[config.mk]
export PLATFORM = sky130hd
export DESIGN_NAME = lmc_core
export DESIGN_NICKNAME = d
export VERILOG_FILES = /design/src/hw/lmc_pkg.sv /design/src/hw/lmc_core.sv /design/src/hw/lmc_ramp.sv
export SDC_FILE = /design/constraint.sdc
export NUM_CORES = 1
export LEC_CHECK = 0
export BUFFER_PORTS_ARGS = -buffer_cell sky130_fd_sc_hd__buf_2
export CORE_MARGIN = 2
export CORE_UTILIZATION = 48
export CTS_CLUSTER_DIAMETER = 100
export CTS_CLUSTER_SIZE = 24
export DETAILED_ROUTE_END_ITERATION = 8
export HOLD_SLACK_MARGIN = 0.15
export PLACE_DENSITY_LB_ADDON = 0.3
export SETUP_SLACK_MARGIN = 0.3
export SKIP_LAST_GASP = 1
export SLEW_MARGIN = 20
export SYNTH_ARGS = -nofsm -noshare
export SYNTH_HDL_FRONTEND = slang
export SYNTH_SLANG_ARGS = --single-unit
[constraint.sdc]
create_clock -name aclk -period 2.75 [get_ports aclk]
set_clock_uncertainty 0.2 [all_clocks]
set_input_delay 0.6875 -clock aclk [delete_from_list [all_inputs] [get_ports aclk]]
set_output_delay 0.6875 -clock aclk [all_outputs]
set_load 0.02 [all_outputs]
[src/hw/lmc_pkg.sv]
// Purpose: shared constants and types for the line mode control block
// Assumes: 10 MHz aclk, AXI4-Lite register access with 32-bit data
// Notes:   register offsets are byte addresses
package lmc_pkg;
  // timing
  localparam int unsigned CLK_HZ        = 10_000_000;
  localparam int unsigned CONV_CLK_HZ   = 125_000;
  localparam int unsigned CONV_HALF_CYC = CLK_HZ / (2 * CONV_CLK_HZ);
  // register map
  localparam logic [7:0]  CTRL_OFS      = 8'h00;
  localparam logic [7:0]  STAT_OFS      = 8'h04;
  localparam logic [7:0]  RAMP_OFS      = 8'h08;
  // control fields
  localparam int unsigned CTRL_GAIN_BIT = 0;
  localparam int unsigned CTRL_THR_LSB  = 4;
  localparam int unsigned THR_W         = 4;
  localparam logic        GAIN_RST      = 1'h0;
  localparam logic [3:0]  THR_RST       = 4'h7;
  localparam logic [3:0]  HOOK_MIN_MA   = 4'h5;
  localparam logic [3:0]  HOOK_MAX_MA   = 4'h9;
  // ramp step divider
  localparam int unsigned RAMP_DIV_W    = 16;
  localparam logic [15:0] RAMP_DIV_RST  = 16'h0064;
  // status fields
  localparam int unsigned STAT_MODE_LSB = 0;
  localparam int unsigned STAT_HOT_BIT  = 4;
  localparam int unsigned STAT_LOOP_BIT = 5;
  localparam int unsigned STAT_REV_BIT  = 6;
  localparam int unsigned STAT_BUSY_BIT = 7;
  // bus answers
  localparam logic [1:0]  RESP_OKAY     = 2'h0;
  localparam logic [1:0]  RESP_SLVERR   = 2'h2;
  localparam logic [31:0] RD_ZERO       = 32'h0000_0000;

  typedef enum logic [2:0] {
    MODE_DOWN,
    MODE_HIZ,
    MODE_ACT,
    MODE_ACT_TTX,
    MODE_RING
  } lmc_mode_t;
endpackage : lmc_pkg

[src/hw/lmc_core.sv]
// Purpose: mode control and supervision of a subscriber line interface
// Assumes: mode pins, tone, thermal, ring trip and clock straps are async pins;
//          hook_current_ma comes from a sampler already on aclk
// Notes:   registers over AXI4-Lite; detect pin is open drain
//
// The implementer's own choices: the AXI4-Lite slave port and the placing of the registers.
`timescale 1ns/1ps
module lmc_core
  import lmc_pkg::*;
#(
  parameter int unsigned ADDR_W = 8,
  parameter int unsigned CUR_W  = 4,
  parameter int unsigned RAMP_W = 6
) (
  input  wire logic              aclk,
  input  wire logic              aresetn,
  input  wire logic [ADDR_W-1:0] s_axi_awaddr,
  input  wire logic              s_axi_awvalid,
  output logic                   s_axi_awready,
  input  wire logic [31:0]       s_axi_wdata,
  input  wire logic [3:0]        s_axi_wstrb,
  input  wire logic              s_axi_wvalid,
  output logic                   s_axi_wready,
  output logic [1:0]             s_axi_bresp,
  output logic                   s_axi_bvalid,
  input  wire logic              s_axi_bready,
  input  wire logic [ADDR_W-1:0] s_axi_araddr,
  input  wire logic              s_axi_arvalid,
  output logic                   s_axi_arready,
  output logic [31:0]            s_axi_rdata,
  output logic [1:0]             s_axi_rresp,
  output logic                   s_axi_rvalid,
  input  wire logic              s_axi_rready,
  input  wire logic              supply_on_sel,
  input  wire logic              mode_sel_lo,
  input  wire logic              mode_sel_hi,
  input  wire logic              polarity_ctl,
  input  wire logic              meter_tone_clock,
  input  wire logic              temp_over_limit,
  input  wire logic              temp_below_hyst,
  input  wire logic              ring_trip_seen,
  input  wire logic              conv_clk_ext,
  input  wire logic              conv_clk_tied_vcc,
  input  wire logic              conv_clk_tied_gnd,
  input  wire logic [CUR_W-1:0]  hook_current_ma,
  output logic                   loop_detect_n_o,
  output logic                   loop_detect_n_oe,
  output logic                   line_drv_en,
  output logic                   line_hiz,
  output logic                   detectors_en,
  output logic                   dc_feed_en,
  output logic                   ac_tx_en,
  output logic                   meter_inject_en,
  output logic                   meter_tone_out,
  output logic                   battery_high_sel,
  output logic                   gain_high_sel,
  output logic                   polarity_rev,
  output logic [RAMP_W-1:0]      reversal_ramp,
  output logic                   conv_gate
);
  localparam int unsigned NSYNC = 11;
  localparam int unsigned HALF_W = $clog2(CONV_HALF_CYC);
  localparam logic [HALF_W-1:0] HALF_LAST = HALF_W'(CONV_HALF_CYC - 1);

  // decode of the pin settings into an operating mode
  function automatic lmc_mode_t decode_mode(input logic pwr, input logic lo,
                                            input logic hi);
    unique case ({lo, hi})
      2'b00:   decode_mode = pwr ? MODE_HIZ : MODE_DOWN;
      2'b01:   decode_mode = MODE_ACT;
      2'b11:   decode_mode = MODE_ACT_TTX;
      2'b10:   decode_mode = MODE_RING;
    endcase
  endfunction : decode_mode

  // keep a programmed threshold within the documented range
  function automatic logic [3:0] clamp_thr(input logic [3:0] v);
    if (v < HOOK_MIN_MA) begin
      clamp_thr = HOOK_MIN_MA;
    end else if (v > HOOK_MAX_MA) begin
      clamp_thr = HOOK_MAX_MA;
    end else begin
      clamp_thr = v;
    end
  endfunction : clamp_thr

  logic [NSYNC-1:0]      sync1_reg;
  logic [NSYNC-1:0]      sync2_reg;
  logic                  pwr_s, lo_s, hi_s, pol_s, tone_s, over_s, cool_s;
  logic                  trip_s, ext_s, vcc_s, gnd_s;
  logic                  hot_reg;
  lmc_mode_t             mode_reg;
  lmc_mode_t             mode_next;
  logic                  gain_reg;
  logic [3:0]            thr_reg;
  logic [RAMP_DIV_W-1:0] ramp_div_reg;
  logic                  loop_ind_reg, loop_ind_next;
  logic                  drv_reg, hiz_reg, detn_reg, dc_reg, ac_reg;
  logic                  ttx_reg, tone_reg, bat_reg, gain_out_reg, rev_reg;
  logic                  is_active, is_live, hook_s, rev_next;
  logic [HALF_W-1:0]     osc_cnt_reg;
  logic                  osc_reg;
  logic                  gate_reg, gate_next;
  logic                  ramp_busy;
  logic                  aw_hold_reg, w_hold_reg, bvalid_reg, rvalid_reg;
  logic [ADDR_W-1:0]     awaddr_reg;
  logic [31:0]           wdata_reg;
  logic [3:0]            wstrb_reg;
  logic [1:0]            bresp_reg, rresp_reg;
  logic [31:0]           rdata_reg, rd_mux;
  logic                  do_write, do_read, wr_ctrl, wr_ramp, rd_hit, wr_hit;

  // two-flop synchronisers for every pin input
  always_ff @(posedge aclk) begin
    if (!aresetn) begin
      sync1_reg <= '0;
      sync2_reg <= '0;
    end else begin
      sync1_reg <= {supply_on_sel, mode_sel_lo, mode_sel_hi, polarity_ctl,
                    meter_tone_clock, temp_over_limit, temp_below_hyst,
                    ring_trip_seen, conv_clk_ext, conv_clk_tied_vcc,
                    conv_clk_tied_gnd};
      sync2_reg <= sync1_reg;
    end
  end
  assign {pwr_s, lo_s, hi_s, pol_s, tone_s, over_s, cool_s, trip_s, ext_s, vcc_s,
          gnd_s} = sync2_reg;

  // mode selection, thermal override wins over the pins
  assign mode_next = hot_reg ? MODE_DOWN : decode_mode(pwr_s, lo_s, hi_s);
  assign is_active = (mode_reg == MODE_ACT) || (mode_reg == MODE_ACT_TTX);
  assign is_live   = is_active || (mode_reg == MODE_HIZ);
  assign hook_s    = (hook_current_ma >= CUR_W'(thr_reg));
  assign loop_ind_next = (is_live && hook_s)
                       || ((mode_reg == MODE_RING) && trip_s);
  assign rev_next  = (is_active || (mode_reg == MODE_RING)) && pol_s;

  // thermal flag: set wins, cleared only when cooled below hysteresis
  always_ff @(posedge aclk) begin
    if (!aresetn) begin
      hot_reg  <= 1'b0;
      mode_reg <= MODE_DOWN;
    end else begin
      hot_reg  <= over_s || (hot_reg && !cool_s);
      mode_reg <= mode_next;
    end
  end

  // registered line control outputs
  always_ff @(posedge aclk) begin
    if (!aresetn) begin
      loop_ind_reg <= 1'b0;
      drv_reg      <= 1'b0;
      hiz_reg      <= 1'b1;
      detn_reg     <= 1'b0;
      dc_reg       <= 1'b0;
      ac_reg       <= 1'b0;
      ttx_reg      <= 1'b0;
      tone_reg     <= 1'b0;
      bat_reg      <= 1'b0;
      gain_out_reg <= 1'b0;
      rev_reg      <= 1'b0;
    end else begin
      loop_ind_reg <= loop_ind_next;
      drv_reg      <= (mode_reg != MODE_DOWN);
      hiz_reg      <= (mode_reg == MODE_DOWN);
      detn_reg     <= (mode_reg != MODE_DOWN);
      dc_reg       <= is_live;
      ac_reg       <= is_active;
      ttx_reg      <= (mode_reg == MODE_ACT_TTX);
      tone_reg     <= (mode_reg == MODE_ACT_TTX) && tone_s;
      bat_reg      <= (mode_reg == MODE_RING);
      gain_out_reg <= is_active && gain_reg;
      rev_reg      <= rev_next;
    end
  end

  // open-drain detect: output value is low, enable marks the active state
  assign loop_detect_n_o  = 1'b0;
  assign loop_detect_n_oe = loop_ind_reg;
  assign line_drv_en      = drv_reg;
  assign line_hiz         = hiz_reg;
  assign detectors_en     = detn_reg;
  assign dc_feed_en       = dc_reg;
  assign ac_tx_en         = ac_reg;
  assign meter_inject_en  = ttx_reg;
  assign meter_tone_out   = tone_reg;
  assign battery_high_sel = bat_reg;
  assign gain_high_sel    = gain_out_reg;
  assign polarity_rev     = rev_reg;

  // soft reversal ramp toward the requested polarity
  lmc_ramp #(.RAMP_W(RAMP_W)) u_ramp (
    .aclk       (aclk),
    .aresetn    (aresetn),
    .target_rev (rev_reg),
    .step_div   (ramp_div_reg),
    .pos        (reversal_ramp),
    .busy       (ramp_busy)
  );

  // internal converter oscillator and switch drive selection
  assign gate_next = gnd_s ? 1'b0 : (vcc_s ? osc_reg : ext_s);
  always_ff @(posedge aclk) begin
    if (!aresetn) begin
      osc_cnt_reg <= '0;
      osc_reg     <= 1'b0;
      gate_reg    <= 1'b0;
    end else begin
      osc_cnt_reg <= (osc_cnt_reg == HALF_LAST) ? '0 : osc_cnt_reg + 1'b1;
      osc_reg     <= (osc_cnt_reg == HALF_LAST) ? !osc_reg : osc_reg;
      gate_reg    <= gate_next;
    end
  end
  assign conv_gate = gate_reg;

  // bus decode
  assign s_axi_awready = !aw_hold_reg && !bvalid_reg;
  assign s_axi_wready  = !w_hold_reg && !bvalid_reg;
  assign s_axi_arready = !rvalid_reg;
  assign do_write = aw_hold_reg && w_hold_reg && !bvalid_reg;
  assign do_read  = s_axi_arvalid && !rvalid_reg;
  assign wr_ctrl  = do_write && (awaddr_reg == ADDR_W'(CTRL_OFS));
  assign wr_ramp  = do_write && (awaddr_reg == ADDR_W'(RAMP_OFS));
  assign wr_hit   = wr_ctrl || wr_ramp || (awaddr_reg == ADDR_W'(STAT_OFS));
  assign rd_hit   = (s_axi_araddr == ADDR_W'(CTRL_OFS))
                 || (s_axi_araddr == ADDR_W'(STAT_OFS))
                 || (s_axi_araddr == ADDR_W'(RAMP_OFS));

  // read data selection
  always_comb begin
    rd_mux = RD_ZERO;
    if (s_axi_araddr == ADDR_W'(CTRL_OFS)) begin
      rd_mux[CTRL_GAIN_BIT] = gain_reg;
      rd_mux[CTRL_THR_LSB +: THR_W] = thr_reg;
    end else if (s_axi_araddr == ADDR_W'(STAT_OFS)) begin
      rd_mux[STAT_MODE_LSB +: 3] = mode_reg;
      rd_mux[STAT_HOT_BIT]       = hot_reg;
      rd_mux[STAT_LOOP_BIT]      = loop_ind_reg;
      rd_mux[STAT_REV_BIT]       = rev_reg;
      rd_mux[STAT_BUSY_BIT]      = ramp_busy;
    end else if (s_axi_araddr == ADDR_W'(RAMP_OFS)) begin
      rd_mux[RAMP_DIV_W-1:0] = ramp_div_reg;
    end
  end

  // write channel capture and response
  always_ff @(posedge aclk) begin
    if (!aresetn) begin
      aw_hold_reg <= 1'b0;
      w_hold_reg  <= 1'b0;
      bvalid_reg  <= 1'b0;
      bresp_reg   <= RESP_OKAY;
      awaddr_reg  <= '0;
      wdata_reg   <= '0;
      wstrb_reg   <= '0;
    end else begin
      if (s_axi_awvalid && s_axi_awready) begin
        aw_hold_reg <= 1'b1;
        awaddr_reg  <= s_axi_awaddr;
      end else if (do_write) begin
        aw_hold_reg <= 1'b0;
      end
      if (s_axi_wvalid && s_axi_wready) begin
        w_hold_reg <= 1'b1;
        wdata_reg  <= s_axi_wdata;
        wstrb_reg  <= s_axi_wstrb;
      end else if (do_write) begin
        w_hold_reg <= 1'b0;
      end
      if (do_write) begin
        bvalid_reg <= 1'b1;
        bresp_reg  <= wr_hit ? RESP_OKAY : RESP_SLVERR;
      end else if (s_axi_bready) begin
        bvalid_reg <= 1'b0;
      end
    end
  end

  // software registers
  always_ff @(posedge aclk) begin
    if (!aresetn) begin
      gain_reg     <= GAIN_RST;
      thr_reg      <= THR_RST;
      ramp_div_reg <= RAMP_DIV_RST;
    end else begin
      if (wr_ctrl && wstrb_reg[0]) begin
        gain_reg <= wdata_reg[CTRL_GAIN_BIT];
        thr_reg  <= clamp_thr(wdata_reg[CTRL_THR_LSB +: THR_W]);
      end
      if (wr_ramp && wstrb_reg[0]) begin
        ramp_div_reg[7:0] <= wdata_reg[7:0];
      end
      if (wr_ramp && wstrb_reg[1]) begin
        ramp_div_reg[15:8] <= wdata_reg[15:8];
      end
    end
  end

  // read channel
  always_ff @(posedge aclk) begin
    if (!aresetn) begin
      rvalid_reg <= 1'b0;
      rdata_reg  <= RD_ZERO;
      rresp_reg  <= RESP_OKAY;
    end else if (do_read) begin
      rvalid_reg <= 1'b1;
      rdata_reg  <= rd_mux;
      rresp_reg  <= rd_hit ? RESP_OKAY : RESP_SLVERR;
    end else if (s_axi_rready) begin
      rvalid_reg <= 1'b0;
    end
  end
  assign s_axi_bvalid = bvalid_reg;
  assign s_axi_bresp  = bresp_reg;
  assign s_axi_rvalid = rvalid_reg;
  assign s_axi_rdata  = rdata_reg;
  assign s_axi_rresp  = rresp_reg;
endmodule : lmc_core

[src/hw/lmc_ramp.sv]
// Purpose: soft polarity reversal ramp position generator
// Assumes: step_div plus one is the number of aclk cycles between ramp steps
// Notes:   position 0 is normal polarity, all ones is reverse
`timescale 1ns/1ps
module lmc_ramp
  import lmc_pkg::*;
#(
  parameter int unsigned RAMP_W = 6
) (
  input  wire logic                  aclk,
  input  wire logic                  aresetn,
  input  wire logic                  target_rev,
  input  wire logic [RAMP_DIV_W-1:0] step_div,
  output logic      [RAMP_W-1:0]     pos,
  output logic                       busy
);
  localparam logic [RAMP_W-1:0] POS_MAX = {RAMP_W{1'b1}};

  logic [RAMP_W-1:0]     pos_reg;
  logic [RAMP_W-1:0]     pos_next;
  logic [RAMP_DIV_W-1:0] div_reg;
  logic [RAMP_DIV_W-1:0] div_next;
  logic                  at_goal;
  logic                  tick;

  // one step toward the goal per divider expiry
  assign at_goal  = target_rev ? (pos_reg == POS_MAX) : (pos_reg == '0);
  assign tick     = (div_reg == '0);
  assign div_next = (tick || at_goal) ? step_div : div_reg - 1'b1;
  assign pos_next = (!tick || at_goal) ? pos_reg
                  : (target_rev ? pos_reg + 1'b1 : pos_reg - 1'b1);
  assign pos      = pos_reg;
  assign busy     = !at_goal;

  // ramp state
  always_ff @(posedge aclk) begin
    if (!aresetn) begin
      pos_reg <= '0;
      div_reg <= '0;
    end else begin
      pos_reg <= pos_next;
      div_reg <= div_next;
    end
  end
endmodule : lmc_ramp

==> results.md <==
- Final Power: 4.738 mW
- Vias: around 4,500
- Vias per cell: around 5.3
- Initial antenna violation count: 0
- Critical Path Start Type: register
- # DRC: 0
- Clock tree buffer depth: 2
- Worst Path Max Fanout: 7
- Hpwl dp: just over 8000 µm
- Core box area: between 10,000 and 15,000 µm²
- Yosys Warn Count: 0
- CP Data Arrival Time: approximately 2.6 ns
- Initial Util: between 40% and 50%
- HP Class: primary input to register
- H-tree levels: 4
- Synth async-reset ratio: 0%
- DR iter-0 viols: approximately 230
- Sequential share of the synthesized area: between 50% and 60%
- First-pass GRT wire length: just under 20,000 µm
- Reg2reg end: u_ramp.pos[5]$_SDFFE_PN0N_
- Post-synth cell types: 54
- Fin Setup TNS: 0 ns
- ANT cells: 0
- Power Dens Cells: slightly above 700 nW/µm²
- Status: complete, no violations
- Final Cycle Share: around 87%
- Synth Register Bits: 135
- CTS Buf Count: 17
- Register-to-register setup slack: 0.37 ns
- Congestion Overflow GR: 0
- Total track usage: approximately a fifth
- Util after Layout: 61.04%
- Synth Cell Area: approximately 5400 µm²
- Tmin final: approximately 2.4 ns
- Crit path required time: around 3 ns
- Critical Path Sink: u_ramp.pos[5]$_SDFFE_PN0N_
- Slew @ Worst Pin: roughly 0.77 ns
- Layout cells sized above 1: 21.83%
- Drt total wl: approximately 12,000 µm
- I/O pin cnt: 134
- Reg2reg start: polarity_rev$_SDFF_PN0_
- Reg clk slew, reported paths: about 0.06 ns
- EDFF count, synth: 0
- WL per Instance: around 14 µm
- Cell count after synthesis: roughly 590
- Die area: around 12,000 µm²
- CTS root buffer: clkbuf_8
- Leak pwr: ~2.9 nW
- Final Max Slew Viols: 0
- Routed Antenna Nets: 0
- Clk Latency, worst-skew pair: between 0.5 and 0.6 ns
- Most used DFF post-synth: dfxtp_1
- Fin nets: slightly below 800
- Maximum clock frequency: 420.0 MHz
- Max cap viols: 0
- Critical path class: register to register
- Mean Syn Cell Area: 9.052 µm²
- Worst Setup SP: polarity_rev$_SDFF_PN0_
- Register-to-Register Path Depth: 7
- Die Y: between 100 and 150 µm
- Final hold violations: 0
- Slew HR: about half
- Final non-filler cell total: 850
- Row cnt: 38
- Port Buf Inserts: 96
- Unrepaired setup endpoints after global routing: false
- Hold Worst Slack: approximately 0.17 ns
- Die Wd: ~110 µm
- Largest net degree at the start of global routing: 50
- Final setup viols: 0
- Final GP Congestion: ~0.9
- CTS tree: built
- VDD IR-drop max: 0.5124 mV
- Area grow syn2layout: 23.82%
- Placed cells: ~810
- CTS Sinks: between 100 and 150
- CP Capture Type: register
- DRT Pass-1 Iters: 5
- Number of global-route vias before repair: about 4,200
-- worst min path at each step --
stage	slack (ns)	startpoint	cells past startpoint	to
2_1_floorplan	0.17	sync2_reg[0]$_SDFF_PN0_	1	conv_gate$_SDFF_PP0_
3_3_place_gp	0.19	sync2_reg[0]$_SDFF_PN0_	1	conv_gate$_SDFF_PP0_
3_5_place_dp	0.20	sync2_reg[0]$_SDFF_PN0_	1	conv_gate$_SDFF_PP0_
4_1_cts	0.15	ring_trip_seen	2	sync1_reg[3]$_SDFF_PN0_
5_1_grt	0.17	ring_trip_seen	2	sync1_reg[3]$_SDFF_PN0_
6_report	0.17	ring_trip_seen	2	sync1_reg[3]$_SDFF_PN0_
-- synthesized netlist by cell type (2+ instances only) --
| cell type | count | area (µm²) |
|---|---|---|
| buf_4 | 20 | 150.1 |
| ha_1 | 10 | 125.1 |
| nand4_1 | 3 | 18.77 |
| inv_1 | 14 | 52.55 |
| and3_1 | 6 | 37.54 |
| mux2i_1 | 23 | 230.2 |
| xnor2_1 | 14 | 122.6 |
| nor3b_1 | 4 | 30.03 |
| a22oi_1 | 15 | 112.6 |
| a211oi_1 | 10 | 75.07 |
| xor2_1 | 4 | 35.03 |
| a21o_1 | 5 | 37.54 |
| or3_2 | 2 | 15.01 |
| or4_1 | 7 | 52.55 |
| o21ai_0 | 17 | 85.08 |
| nand2_1 | 70 | 262.8 |
| or3_1 | 2 | 12.51 |
| clkbuf_1 | 24 | 90.09 |
| nand3b_1 | 2 | 15.01 |
| o31ai_1 | 2 | 15.01 |
| a21oi_1 | 51 | 255.2 |
| nor4_1 | 5 | 31.28 |
| nand2b_1 | 2 | 12.51 |
| o21a_1 | 3 | 22.52 |
| nor2b_1 | 4 | 25.02 |
| nand3_1 | 7 | 35.03 |
| o211ai_1 | 3 | 22.52 |
| dfxtp_1 | 135 | 2703 |
| nor2_1 | 65 | 244.0 |
| nor3_1 | 11 | 55.05 |
| a311oi_1 | 4 | 35.03 |
| and2_1 | 27 | 168.9 |
-- kinds of logic (layout without fill, tap and decap cells) --
| family | count (synthesis) | count (layout) | share of synthesized area, % |
|---|---|---|---|
| fa+ha+maj | 11 | 11 | 2.704 |
| other cells | 1 | 19 | 0.06986 |
| compound gates | 118 | 118 | 13.61 |
| flops | 135 | 135 | 50.35 |
| buf+inv | 63 | 162 | 5.990 |
| simple gates | 224 | 224 | 20.05 |
| xor+xnor | 18 | 18 | 2.937 |
| mux | 23 | 23 | 4.289 |
-- per-stage QoR --
stage | setup slack, ns | instance area (µm²)
finish | 0.3691 | 6646
global route | 0.2786 | 6646
CTS | 0.3004 | 6604
detailed placement | 0.2290 | 5902
global placement | 0.2917 | 5902
floorplan | 0.3120 | 5439
-- layout by cell type, fill, tap and decap left out, types with 10 or more instances in the layout --
cell	instances
dfxtp_1	134
buf_2	96
clkbuf_16	16
mux2i_1	23
nor3_1	10
a21oi_1	51
o21ai_0	17
inv_1	12
nand2_1	70
xnor2_1	14
buf_4	11
conb_1	19
nor2_1	64
a22oi_1	15
and2_1	27
a211oi_1	10
-- per-layer routing --
metal,wire length (µm),vias up,GRT usage [%]
li1,-,2219,-
met1,5169,2125,25.06
met2,5915,138,34.79
met3,719,21,5.809
met4,210,0,8.861
met5,0,-,0
-- critical path: stages (launching register included) --
cell and delay (ns):
dfxtp_1 0.41, inv_2 0.14, ha_1 0.35, nor2b_1 0.15, a221oi_1 0.25, nand3b_1 0.14
or4_1 0.53, a21oi_1 0.13
-- repair_timing --
action	in CTS	in global routing
setup endpoints to repair	2	27
hold buffers	8	0
hold endpoints to repair	8	0
resized for setup	3	7
buffers inserted	0	2
pin swaps	0	1
cloned	0	0
-- power by group --
group / total, mW / switching (mW) / internal [mW]
clock network: 2.29 / 0.815 / 1.48
logic: 0.376 / 0.226 / 0.150
registers: 2.07 / 0.0443 / 2.02
-- cell type report --
type / count / area (µm²)
Fill cell: 902 / 4242
Timing Repair Buffer: 115 / 643.1
Inverter: 15 / 56.30
Clock inverter: 10 / 143.9
Tap cell: 140 / 175.2
Sequential cell: 135 / 2704
Multi-Input combinational cell: 413 / 2451
Clock buffer: 22 / 473.0
Power figures use the tool's default switching activity.
